## src/core/sht_consts.svh

```systemverilog
// register offsets, write masks, reset values and timing counts
`ifndef SHT_CONSTS_SVH
`define SHT_CONSTS_SVH

// ----------------------------------------------------------------
// register map (byte addresses on the register bus)
// ----------------------------------------------------------------
`define SHT_ADDR_W 4
`define SHT_ADDR_CTRL 4'h0
`define SHT_ADDR_SOFT 4'h4
`define SHT_ADDR_STAT 4'h8
`define SHT_CTRL_RESET 16'h0000
`define SHT_SOFT_RESET 16'h0000
`define SHT_CTRL_WMASK 16'hff7f
`define SHT_SOFT_WMASK 16'h0033
`define SHT_RESP_OKAY 2'b00
`define SHT_RESP_SLVERR 2'b10

// ----------------------------------------------------------------
// result buffer locations
// ----------------------------------------------------------------
`define SHT_RESULT_LOC0 5'h17
`define SHT_RESULT_LOC1 5'h18

// ----------------------------------------------------------------
// timing
// ----------------------------------------------------------------
`define SHT_CLK_MHZ 25
`define SHT_CYC(ns) ((((ns) * `SHT_CLK_MHZ) + 999) / 1000)
`define SHT_T4_NS 300
`define SHT_T5_NS 350
`define SHT_T6_NS 450
`define SHT_T7_NS 550
`define SHT_T8_NS 750
`define SHT_T9_NS 1000
`define SHT_TA_NS 1500
`define SHT_TB_NS 1750
`define SHT_TC_NS 2000
`define SHT_TD_NS 2500
`define SHT_TE_NS 4000
`define SHT_TF_NS 5000
`define SHT_CODE_TIMED_MIN 4'h4
`define SHT_EXT_BASE 8'h14
`define SHT_FAST_SLOT_US 125
`define SHT_NORMAL_SLOT_US 250
`define SHT_FAST_SLOT_CYC (`SHT_FAST_SLOT_US * `SHT_CLK_MHZ)
`define SHT_NORMAL_SLOT_CYC (`SHT_NORMAL_SLOT_US * `SHT_CLK_MHZ)

`endif

```

## src/core/sht_pkg.sv

```systemverilog
// types shared by the sample and hold trigger control
package sht_pkg;

  typedef struct packed {
    logic [3:0] stop_sampling_code;
    logic fast_mode;
    logic ch1_discharge_enable;
    logic ch0_discharge_enable;
    logic independent_trigger_mode;
    logic reserved7;
    logic ch1_result_left_justify;
    logic ch1_done_irq_enable;
    logic ch1_enable;
    logic clk_sel;
    logic ch0_result_left_justify;
    logic ch0_done_irq_enable;
    logic ch0_enable;
  } sht_ctrl_type;

  typedef struct packed {
    logic [9:0] reserved;
    logic ch1_soft_trigger_mode;
    logic ch1_soft_trigger;
    logic [1:0] reserved2;
    logic ch0_soft_trigger_mode;
    logic ch0_soft_trigger;
  } sht_soft_type;

  typedef struct packed {
    logic valid;
    logic ch;
    logic [13:0] data;
  } sht_conv_type;

  typedef enum logic [1:0] {
    SHT_IDLE,
    SHT_SAMPLE,
    SHT_HOLD
  } sht_state_type;

endpackage

```

## src/core/sht_top.sv

```systemverilog
// sample and hold trigger control with register slave and converter hand-off
//
// Design decisions made here: the AXI4-Lite slave port and the placing of the registers.
`timescale 1ns/1ps
`include "sht_consts.svh"

// Notes on behaviour
// - peripheral clock: codes 4..15 give fixed delays
// - external clock: code N ends after 20+N
// - code zero ends on trigger falling edge
// - fast mode: channel 0 slot every 125us
// - normal mode: slot every 250us, triggers spaced
// - channel 1 discharge after its conversion
// - channel 0 discharge after its conversion
// - dual: own triggers; single: channel 0 trigger
// - alignment bit selects left or sign-extended right
// - channel 1 interrupt in dual mode only
// - channel 0 interrupt; single waits all enabled
// - channel 1 enable; result to location 24
// - channel 0 enable; result to location 23
// - clock select picks delay timebase
// - channel 1 soft mode ignores its pin, dual
// - soft trigger bit starts pulse, ends per code
// - channel 0 soft mode ignores pin, governs single
// - pulse high samples; fall hands to converter
// - discharge from conversion end to next rise
// - done flags: single after all, dual each
module sht_top
  import sht_pkg::*;
#(
  parameter int FAST_SLOT_CYC = `SHT_FAST_SLOT_CYC,
  parameter int NORMAL_SLOT_CYC = `SHT_NORMAL_SLOT_CYC
) (
  input wire logic clk, // peripheral clock, 25 MHz
  input wire logic nrst, // async reset, active low
  input wire logic [`SHT_ADDR_W-1:0] s_axi_awaddr, // write address
  input wire logic s_axi_awvalid, // write address valid
  output logic s_axi_awready, // write address ready
  input wire logic [31:0] s_axi_wdata, // write data
  input wire logic [3:0] s_axi_wstrb, // write byte strobes
  input wire logic s_axi_wvalid, // write data valid
  output logic s_axi_wready, // write data ready
  output logic [1:0] s_axi_bresp, // write response
  output logic s_axi_bvalid, // write response valid
  input wire logic s_axi_bready, // write response ready
  input wire logic [`SHT_ADDR_W-1:0] s_axi_araddr, // read address
  input wire logic s_axi_arvalid, // read address valid
  output logic s_axi_arready, // read address ready
  output logic [31:0] s_axi_rdata, // read data
  output logic [1:0] s_axi_rresp, // read response
  output logic s_axi_rvalid, // read data valid
  input wire logic s_axi_rready, // read data ready
  input wire logic ch0_trigger_pin, // channel 0 trigger pin
  input wire logic ch1_trigger_pin, // channel 1 trigger pin
  input wire logic external_timebase_input, // external delay clock pin
  output logic ch0_sample, // channel 0 capacitors on ch0_input_pins
  output logic ch1_sample, // channel 1 capacitors on ch1_input_pins
  output logic ch0_discharge, // channel 0 pin discharge
  output logic ch1_discharge, // channel 1 pin discharge
  output logic conv_start, // one-cycle conversion request
  output logic conv_ch, // channel of the request
  output logic conv_priority, // channel 0 raised over voltage channels
  input wire sht_conv_type conv_done, // conversion result from sequencer
  output logic result_wr, // one-cycle write to adc_result_buffer
  output logic [4:0] result_addr, // result buffer location
  output logic [15:0] result_data, // formatted result
  output logic ch0_irq, // channel 0 interrupt request, level
  output logic ch1_irq // channel 1 interrupt request, level
);

  // ----------------------------------------------------------------
  // registers and pin synchronisers
  // ----------------------------------------------------------------
  sht_ctrl_type ctrl_q;
  sht_soft_type soft_q;
  logic [1:0] flag_q;
  logic [1:0] pend_q;
  logic [1:0] seen_q;
  logic [1:0] disch_q;
  logic [2:0] ext_s_q;
  logic [1:0] pin0_s_q;
  logic [1:0] pin1_s_q;
  logic ext_tick;
  logic trig0;
  logic trig1;
  logic [1:0] samp;
  logic [1:0] s_end;
  logic [1:0] t_rise;
  logic dual;
  logic [1:0] en;

  assign dual = ctrl_q.independent_trigger_mode;
  assign en = {ctrl_q.ch1_enable, ctrl_q.ch0_enable};

  always_ff @(posedge clk or negedge nrst) begin
    if (!nrst) begin
      ext_s_q <= 3'h0;
      pin0_s_q <= 2'h0;
      pin1_s_q <= 2'h0;
    end else begin
      ext_s_q <= {ext_s_q[1:0], external_timebase_input};
      pin0_s_q <= {pin0_s_q[0], ch0_trigger_pin};
      pin1_s_q <= {pin1_s_q[0], ch1_trigger_pin};
    end
  end

  assign ext_tick = ext_s_q[1] & ~ext_s_q[2];

  // ----------------------------------------------------------------
  // trigger selection and pulse generators
  // ----------------------------------------------------------------
  logic src0;
  logic src1;
  assign src0 = soft_q.ch0_soft_trigger_mode ? soft_q.ch0_soft_trigger : pin0_s_q[1];
  assign src1 = soft_q.ch1_soft_trigger_mode ? soft_q.ch1_soft_trigger : pin1_s_q[1];
  assign trig0 = src0 & en[0];
  assign trig1 = (dual ? src1 : src0) & en[1];

  sht_channel u_ch0 (
    .clk(clk),
    .nrst(nrst),
    .trig(trig0),
    .ssc(ctrl_q.stop_sampling_code),
    .clk_sel(ctrl_q.clk_sel),
    .ext_tick(ext_tick),
    .sampling(samp[0]),
    .sample_end(s_end[0]),
    .trig_rise(t_rise[0])
  );

  sht_channel u_ch1 (
    .clk(clk),
    .nrst(nrst),
    .trig(trig1),
    .ssc(ctrl_q.stop_sampling_code),
    .clk_sel(ctrl_q.clk_sel),
    .ext_tick(ext_tick),
    .sampling(samp[1]),
    .sample_end(s_end[1]),
    .trig_rise(t_rise[1])
  );

  assign ch0_sample = samp[0];
  assign ch1_sample = samp[1];

  // ----------------------------------------------------------------
  // conversion slots
  // ----------------------------------------------------------------
  logic [15:0] slot_q;
  logic [15:0] slot_len;
  logic slot_tick;
  assign slot_len = ctrl_q.fast_mode ? 16'(FAST_SLOT_CYC) : 16'(NORMAL_SLOT_CYC);
  assign slot_tick = (slot_q >= slot_len - 16'h0001);
  assign conv_priority = ctrl_q.fast_mode & en[0];

  always_ff @(posedge clk or negedge nrst) begin
    if (!nrst) begin
      slot_q <= 16'h0000;
    end else begin
      slot_q <= slot_tick ? 16'h0000 : slot_q + 16'h0001;
    end
  end

  always_ff @(posedge clk or negedge nrst) begin
    if (!nrst) begin
      pend_q <= 2'h0;
      conv_start <= 1'b0;
      conv_ch <= 1'b0;
    end else begin
      conv_start <= 1'b0;
      if (slot_tick && pend_q[0]) begin
        conv_start <= 1'b1;
        conv_ch <= 1'b0;
      end else if (slot_tick && pend_q[1]) begin
        conv_start <= 1'b1;
        conv_ch <= 1'b1;
      end
      for (int i = 0; i < 2; i++) begin
        if (slot_tick && pend_q[i] && (i == 0 || !pend_q[0])) begin
          pend_q[i] <= 1'b0;
        end
        if (s_end[i]) begin
          pend_q[i] <= 1'b1;
        end
      end
    end
  end

  // ----------------------------------------------------------------
  // results, discharge and done flags
  // ----------------------------------------------------------------
  logic [13:0] raw;
  logic left;
  logic [1:0] done;
  logic [1:0] seen_n;
  logic all_done;
  logic [1:0] flag_set;
  logic [1:0] flag_clr;

  assign raw = conv_done.data;
  assign left = conv_done.ch ? ctrl_q.ch1_result_left_justify : ctrl_q.ch0_result_left_justify;
  assign done = conv_done.valid ? (conv_done.ch ? 2'b10 : 2'b01) : 2'b00;
  assign seen_n = seen_q | done;
  assign all_done = (en != 2'b00) && ((seen_n & en) == en) && (done != 2'b00);
  assign flag_set[0] = dual ? done[0] : all_done;
  assign flag_set[1] = dual & done[1] & en[1];

  always_ff @(posedge clk or negedge nrst) begin
    if (!nrst) begin
      result_wr <= 1'b0;
      result_addr <= 5'h00;
      result_data <= 16'h0000;
    end else begin
      result_wr <= conv_done.valid;
      if (conv_done.valid) begin
        result_addr <= conv_done.ch ? `SHT_RESULT_LOC1 : `SHT_RESULT_LOC0;
        result_data <= left ? {raw, 2'b00} : {raw[13], raw[13], raw};
      end
    end
  end

  always_ff @(posedge clk or negedge nrst) begin
    if (!nrst) begin
      disch_q <= 2'h0;
    end else begin
      for (int i = 0; i < 2; i++) begin
        if (t_rise[i]) begin
          disch_q[i] <= 1'b0;
        end
      end
      if (done[0] && ctrl_q.ch0_discharge_enable) begin
        disch_q[0] <= 1'b1;
      end
      if (done[1] && ctrl_q.ch1_discharge_enable) begin
        disch_q[1] <= 1'b1;
      end
    end
  end

  assign ch0_discharge = disch_q[0];
  assign ch1_discharge = disch_q[1];

  always_ff @(posedge clk or negedge nrst) begin
    if (!nrst) begin
      seen_q <= 2'h0;
    end else if (t_rise[0] && !dual) begin
      seen_q <= done;
    end else if (all_done) begin
      seen_q <= 2'h0;
    end else begin
      seen_q <= seen_n;
    end
  end

  always_ff @(posedge clk or negedge nrst) begin
    if (!nrst) begin
      flag_q <= 2'h0;
    end else begin
      flag_q <= (flag_q & ~flag_clr) | flag_set; // set wins over clear
    end
  end

  assign ch0_irq = flag_q[0] & ctrl_q.ch0_done_irq_enable;
  assign ch1_irq = flag_q[1] & ctrl_q.ch1_done_irq_enable & dual;

  // ----------------------------------------------------------------
  // register bus slave
  // ----------------------------------------------------------------
  logic aw_q;
  logic w_q;
  logic [`SHT_ADDR_W-1:0] awaddr_q;
  logic [15:0] wdata_q;
  logic [1:0] wstrb_q;
  logic do_wr;
  logic [15:0] stat;

  function automatic logic [15:0] merge(input logic [15:0] old, input logic [15:0] nw,
                                        input logic [1:0] strb, input logic [15:0] msk);
    logic [15:0] bm;
    bm = {{8{strb[1]}}, {8{strb[0]}}} & msk;
    merge = (old & ~bm) | (nw & bm);
  endfunction

  assign s_axi_awready = ~aw_q & ~s_axi_bvalid;
  assign s_axi_wready = ~w_q & ~s_axi_bvalid;
  assign s_axi_arready = ~s_axi_rvalid;
  assign do_wr = aw_q & w_q & ~s_axi_bvalid;
  assign flag_clr = (do_wr && awaddr_q == `SHT_ADDR_STAT && wstrb_q[0]) ? wdata_q[1:0] : 2'b00;
  assign stat = {8'h00, pend_q, disch_q, samp, flag_q};

  always_ff @(posedge clk or negedge nrst) begin
    if (!nrst) begin
      aw_q <= 1'b0;
      w_q <= 1'b0;
      awaddr_q <= '0;
      wdata_q <= 16'h0000;
      wstrb_q <= 2'h0;
      s_axi_bvalid <= 1'b0;
      s_axi_bresp <= `SHT_RESP_OKAY;
    end else begin
      if (s_axi_awvalid && s_axi_awready) begin
        aw_q <= 1'b1;
        awaddr_q <= s_axi_awaddr;
      end
      if (s_axi_wvalid && s_axi_wready) begin
        w_q <= 1'b1;
        wdata_q <= s_axi_wdata[15:0];
        wstrb_q <= s_axi_wstrb[1:0];
      end
      if (do_wr) begin
        aw_q <= 1'b0;
        w_q <= 1'b0;
        s_axi_bvalid <= 1'b1;
        s_axi_bresp <= (awaddr_q == `SHT_ADDR_CTRL || awaddr_q == `SHT_ADDR_SOFT ||
                        awaddr_q == `SHT_ADDR_STAT) ? `SHT_RESP_OKAY : `SHT_RESP_SLVERR;
      end else if (s_axi_bvalid && s_axi_bready) begin
        s_axi_bvalid <= 1'b0;
      end
    end
  end

  always_ff @(posedge clk or negedge nrst) begin
    if (!nrst) begin
      ctrl_q <= sht_ctrl_type'(`SHT_CTRL_RESET);
      soft_q <= sht_soft_type'(`SHT_SOFT_RESET);
    end else if (do_wr && awaddr_q == `SHT_ADDR_CTRL) begin
      ctrl_q <= sht_ctrl_type'(merge(ctrl_q, wdata_q, wstrb_q, `SHT_CTRL_WMASK));
    end else if (do_wr && awaddr_q == `SHT_ADDR_SOFT) begin
      soft_q <= sht_soft_type'(merge(soft_q, wdata_q, wstrb_q, `SHT_SOFT_WMASK));
    end
  end

  always_ff @(posedge clk or negedge nrst) begin
    if (!nrst) begin
      s_axi_rvalid <= 1'b0;
      s_axi_rdata <= 32'h0000_0000;
      s_axi_rresp <= `SHT_RESP_OKAY;
    end else if (s_axi_arvalid && s_axi_arready) begin
      s_axi_rvalid <= 1'b1;
      s_axi_rresp <= `SHT_RESP_OKAY;
      unique case (s_axi_araddr)
        `SHT_ADDR_CTRL: s_axi_rdata <= {16'h0000, ctrl_q};
        `SHT_ADDR_SOFT: s_axi_rdata <= {16'h0000, soft_q};
        `SHT_ADDR_STAT: s_axi_rdata <= {16'h0000, stat};
        default: begin
          s_axi_rdata <= 32'h0000_0000;
          s_axi_rresp <= `SHT_RESP_SLVERR;
        end
      endcase
    end else if (s_axi_rvalid && s_axi_rready) begin
      s_axi_rvalid <= 1'b0;
    end
  end

endmodule

```

## src/core/sht_channel.sv

```systemverilog
// one sampling-pulse generator: start on trigger rise, end by edge or delay
`timescale 1ns/1ps
`include "sht_consts.svh"

module sht_channel
  import sht_pkg::*;
(
  input wire logic clk, // peripheral clock
  input wire logic nrst, // async reset, active low
  input wire logic trig, // selected trigger level
  input wire logic [3:0] ssc, // stop sampling code
  input wire logic clk_sel, // 1: delay counted in external ticks
  input wire logic ext_tick, // one-cycle pulse per external clock rise
  output logic sampling, // capacitors connected to the pins
  output logic sample_end, // one-cycle pulse when sampling stops
  output logic trig_rise // one-cycle pulse on trigger rise
);

  sht_state_type state_q;
  logic trig_q;
  logic [7:0] count_q;
  logic timed;
  logic step;
  logic [7:0] target;
  logic end_now;

  function automatic logic [7:0] delay_cycles(input logic [3:0] c);
    unique case (c)
      4'h4: delay_cycles = 8'(`SHT_CYC(`SHT_T4_NS));
      4'h5: delay_cycles = 8'(`SHT_CYC(`SHT_T5_NS));
      4'h6: delay_cycles = 8'(`SHT_CYC(`SHT_T6_NS));
      4'h7: delay_cycles = 8'(`SHT_CYC(`SHT_T7_NS));
      4'h8: delay_cycles = 8'(`SHT_CYC(`SHT_T8_NS));
      4'h9: delay_cycles = 8'(`SHT_CYC(`SHT_T9_NS));
      4'ha: delay_cycles = 8'(`SHT_CYC(`SHT_TA_NS));
      4'hb: delay_cycles = 8'(`SHT_CYC(`SHT_TB_NS));
      4'hc: delay_cycles = 8'(`SHT_CYC(`SHT_TC_NS));
      4'hd: delay_cycles = 8'(`SHT_CYC(`SHT_TD_NS));
      4'he: delay_cycles = 8'(`SHT_CYC(`SHT_TE_NS));
      4'hf: delay_cycles = 8'(`SHT_CYC(`SHT_TF_NS));
      default: delay_cycles = 8'h01;
    endcase
  endfunction

  assign trig_rise = trig & ~trig_q;
  // reserved codes with the peripheral clock fall back to edge-ended sampling
  assign timed = (ssc != 4'h0) && (clk_sel || (ssc >= `SHT_CODE_TIMED_MIN));
  assign target = clk_sel ? (`SHT_EXT_BASE + {4'h0, ssc}) : delay_cycles(ssc);
  assign step = clk_sel ? ext_tick : 1'b1;
  assign end_now = (state_q == SHT_SAMPLE) &&
                   (timed ? (step && (count_q == target - 8'h01)) : ~trig);
  assign sampling = (state_q == SHT_SAMPLE);

  always_ff @(posedge clk or negedge nrst) begin
    if (!nrst) begin
      trig_q <= 1'b0;
    end else begin
      trig_q <= trig;
    end
  end

  always_ff @(posedge clk or negedge nrst) begin
    if (!nrst) begin
      state_q <= SHT_IDLE;
      count_q <= 8'h00;
      sample_end <= 1'b0;
    end else begin
      sample_end <= end_now;
      unique case (state_q)
        SHT_IDLE: begin
          if (trig_rise) begin
            state_q <= SHT_SAMPLE;
            count_q <= 8'h00;
          end
        end
        SHT_SAMPLE: begin
          if (end_now) begin
            state_q <= trig ? SHT_HOLD : SHT_IDLE;
          end else if (timed && step) begin
            count_q <= count_q + 8'h01;
          end
        end
        SHT_HOLD: begin
          if (!trig) begin
            state_q <= SHT_IDLE;
          end
        end
        default: state_q <= SHT_IDLE;
      endcase
    end
  end

endmodule

```

## config.mk

```make
export PLATFORM = sky130hd
export DESIGN_NAME = sht_top
export DESIGN_NICKNAME = d
export VERILOG_FILES = /design/src/core/sht_pkg.sv /design/src/core/sht_top.sv /design/src/core/sht_channel.sv
export VERILOG_INCLUDE_DIRS = /design/src /design/src/core
export SDC_FILE = /design/constraint.sdc
export NUM_CORES = 1
export LEC_CHECK = 0
export BUFFER_PORTS_ARGS = -buffer_cell sky130_fd_sc_hd__buf_2
export CORE_UTILIZATION = 30
export CTS_CLUSTER_SIZE = 30
export DETAILED_ROUTE_END_ITERATION = 16
export PLACE_DENSITY_LB_ADDON = 0.15
export SLEW_MARGIN = 15
export SYNTH_ARGS = -nofsm -noshare
export SYNTH_HDL_FRONTEND = slang
export SYNTH_SLANG_ARGS = --single-unit
```

## constraint.sdc

```tcl
create_clock -name clk -period 3.4 [get_ports clk]
set_input_delay 0.17 -clock clk [delete_from_list [all_inputs] [get_ports clk]]
set_output_delay 0.17 -clock clk [all_outputs]
set_load 0.01 [all_outputs]
```

==> flow_metrics.tcl <==
set metrics [dict create \
    grt_max_degree 81 \
    die_height_microns 154 \
    antenna_left 0 \
    synth-main-ff-cell "sky130_fd_sc_hd__dfrtp_1" \
    vias_per_cell 4.90 \
    route.final.wire_length_microns 17100 \
    use_met3_pct 3.18 \
    met2_usage_grt_pct 23.2 \
    ys_warn_count 0 \
    htree_num_levels 4 \
    fin_crit_ns 3.16 \
    io-pin-count 142 \
    cts_tree "yes" \
    critical_path_class "flop to flop" \
    combinational_family_with_the_most_area_after_synthesis "simple AND/OR/NAND/NOR gates" \
    grt_pass1_wl_microns 28200 \
    ys_seq_elements 139 \
    fin_setup_tns_ns 0 \
    commonest_cells_in_the_netlist "sky130_fd_sc_hd__dfrtp_1 (139), sky130_fd_sc_hd__nor2_1 (57), sky130_fd_sc_hd__nand2_1 (45), sky130_fd_sc_hd__mux2_2 (38), sky130_fd_sc_hd__a21oi_1 (35)" \
    slew-limit-headroom_pct 42.3 \
    dieWidth_microns 154 \
    post_route_cells_drive_above_1_share_pct 25.1 \
    placedInstanceArea_sq_um 7680 \
    vdd_drop_max_uv 316 \
    placedCellCount 1028 \
    setup_viol_count_final 0 \
    finalInstanceArea_sq_um 8540 \
    max_freq_ghz 0.317 \
    grt_overflow_total 0 \
    critical_path.endpoint_type "flop" \
    timing.critical_path.arrival_ns 3.42 \
    core_region_area_sq_um 22600 \
    timing_worst_slew_pin_value_ns 0.866 \
    detailroute.via_count 5326 \
    first_global_vias 5298 \
    dr.pass1.iters 4 \
    num_antenna_cells 0 \
    syn2layout_area_growth_pct 23.8 \
    timing.final.hold_violations 0 \
    syn_avg_cell_area_sq_um 10.5 \
    synth_cells 656 \
    timing.final.ws_setup_ns 0.244 \
    synth-async-reset-ratio_pct 100 \
    critical_path.max_fanout 8 \
    synth_simple_gate_area_share_pct 14.7 \
    synthDominantCellAreaShare_pct 50.4 \
    replace_congestion 0.809 \
    clock-sinks 139 \
    rr_worst_depth 13 \
    min_delay_path_depth 2 \
    dp.final_hpwl_microns 12400 \
    wire_per_inst_microns 15.7 \
    finish.net_count 872 \
    clock_latency_ns 0.42 \
    yosysMostFrequentCell "sky130_fd_sc_hd__dfrtp_1" \
    synth-xor-area-share_pct 3.81 \
    synth_area_leader_cell "sky130_fd_sc_hd__dfrtp_1" \
    placement.setup.worst_slack_ns 0.257 \
    leakage_nw 3.96 \
    synth.lib_cells_used.distinct 72 \
    crit_path_start_kind "flop" \
    io_buffers 104 \
    synth_compound_area_share_pct 13.3 \
    synth_area_sq_um 6900 \
    grt_util_met1_pct 20.8 \
    route.detailed.drc 0 \
    r2r_slack_ns 0.24 \
    holdWs_ns 0.0385 \
    cts.clk_slew.worst_paths_ns 0.06 \
    grt-busiest-layer "met2" \
    seq_area_frac_synth_pct 50.4 \
    final_util_pct 37.9 \
    power.density_nw_per_um2 779 \
    clock_tree.root_cell "sky130_fd_sc_hd__clkbuf_16" \
    slew_violations 0 \
    synth_enable_flop_cells 0 \
    outcome "complete, no violations" \
    cts_made_buffers 17 \
    holdCritPathClass "primary input to flop" \
    start_util_pct 30.6 \
    die-area_sq_um 23600 \
    power_mw 6.65 \
    fillCellCount 2252 \
    placement_rows 55 \
    drt_first_iter_violations 260 \
    antenna_found_initial 0 \
    fin_crit_sh_pct 92.8 \
    clock_path_buffers 2 \
    cap_viol_max_count 0 \
    globalRouteTotalUtil_pct 15.1 \
    netlist_top_cells_area "sky130_fd_sc_hd__dfrtp_1 (50%), sky130_fd_sc_hd__mux2_2 (6.2%), sky130_fd_sc_hd__mux2i_1 (3.6%), sky130_fd_sc_hd__nor2_1 (3.1%), sky130_fd_sc_hd__a21oi_1 (2.5%)" \
    final-instance-count-excl-fill 1086 \
    required_time_worst_endpoint_ns 3.66 \
    fin_skew_ns 0.00964 \
    post_synth_mux_area_share_pct 9.99 \
    synthAdderAreaFrac_pct 2.36 \
]
## worst max-delay path: stages, from the launching register on
cell and delay (ns):
sky130_fd_sc_hd__dfrtp_1 0.53, sky130_fd_sc_hd__inv_2 0.12, sky130_fd_sc_hd__o2bb2ai_1 0.16, sky130_fd_sc_hd__a21oi_1 0.06, sky130_fd_sc_hd__a22oi_1 0.22, sky130_fd_sc_hd__ha_1 0.31
sky130_fd_sc_hd__xnor2_1 0.14, sky130_fd_sc_hd__a311oi_1 0.33, sky130_fd_sc_hd__o211ai_1 0.15, sky130_fd_sc_hd__nor4_1 0.24, sky130_fd_sc_hd__nand4_1 0.27, sky130_fd_sc_hd__a21oi_4 0.25
sky130_fd_sc_hd__or4_1 0.14, sky130_fd_sc_hd__a21oi_1 0.06
## placed cells by master, fill, tap and decap left out, types with 6 or more instances in the layout
master | netlist | final
sky130_fd_sc_hd__dlygate4sd3_1 | 0 | 27
sky130_fd_sc_hd__nand2b_1 | 10 | 10
sky130_fd_sc_hd__dfrtp_1 | 139 | 137
sky130_fd_sc_hd__nor2_1 | 57 | 57
sky130_fd_sc_hd__mux2i_1 | 25 | 24
sky130_fd_sc_hd__mux2_2 | 38 | 38
sky130_fd_sc_hd__inv_1 | 23 | 23
sky130_fd_sc_hd__xnor2_1 | 19 | 19
sky130_fd_sc_hd__o21ai_0 | 27 | 27
sky130_fd_sc_hd__nand2_1 | 45 | 45
sky130_fd_sc_hd__xor2_1 | 11 | 11
sky130_fd_sc_hd__and2_1 | 7 | 7
sky130_fd_sc_hd__buf_2 | 4 | 103
sky130_fd_sc_hd__clkbuf_16 | 0 | 17
sky130_fd_sc_hd__conb_1 | 1 | 20
sky130_fd_sc_hd__a22o_1 | 13 | 13
sky130_fd_sc_hd__buf_4 | 22 | 10
sky130_fd_sc_hd__ha_1 | 13 | 13
sky130_fd_sc_hd__nor2b_1 | 7 | 7
sky130_fd_sc_hd__nand4_1 | 6 | 6
sky130_fd_sc_hd__o211ai_1 | 8 | 8
sky130_fd_sc_hd__o31ai_1 | 7 | 6
sky130_fd_sc_hd__nor3_1 | 9 | 9
sky130_fd_sc_hd__nand3_1 | 24 | 24
sky130_fd_sc_hd__a21oi_1 | 35 | 35
sky130_fd_sc_hd__and3_1 | 7 | 7
## metal layers
metal	vias to the layer above	wire (microns)	share of wire (%)
li1	2553	-	-
met3	25	808	4.7
met1	2603	8250	48
met4	0	287	1.7
met2	145	7760	45
met5	-	0	0
## kinds of logic (layout without fill, tap and decap cells)
kind of cell / Yosys count / count (layout)
fa+ha+maj: 13 / 13
other cells: 1 / 20
compound gates: 134 / 134
simple gates: 203 / 203
buf+inv: 72 / 198
flops: 139 / 139
mux: 64 / 64
xor+xnor: 30 / 30
## where the power goes
group          internal (mW)  switching, mW
Sequential              2.05          0.412
Clock                   1.09          0.736
Combinational           1.07           1.30
## path summary, 6_finish.rpt
check	from	endpoint
max reg2reg	flop	u_ch1.count_q[4]$_DFFE_PN0P_
max	flop	u_ch1.count_q[4]$_DFFE_PN0P_
min in group asynchronous	nrst	u_ch1.count_q[5]$_DFFE_PN0P_
min	conv_done[13]	result_data[15]$_DFFE_PN0P_
max in group asynchronous	nrst	async pin
min reg2reg	ext_s_q[0]$_DFF_PN0_	ext_s_q[1]$_DFF_PN0_
## cell type report
class	instances	area [sq um]	share of cell area, %
Tap cell	285	357	4.17
Clock buffer	19	433	5.07
Sequential cell	139	3480	40.7
Timing Repair Buffer	142	892	10.4
Clock inverter	12	141	1.65
Inverter	25	93.8	1.10
Multi-Input combinational cell	464	3150	36.8
## what timing repair did
| action | in CTS | in global routing |
|---|---|---|
| gates resized for setup | 0 | 4 |
| hold buffers | 27 | 0 |
| buffers inserted | 0 | 0 |
| endpoints found under the setup margin | 0 | 6 |
| hold endpoints to repair | 105 | 0 |
Note: power is estimated with default switching activity, not from simulation.
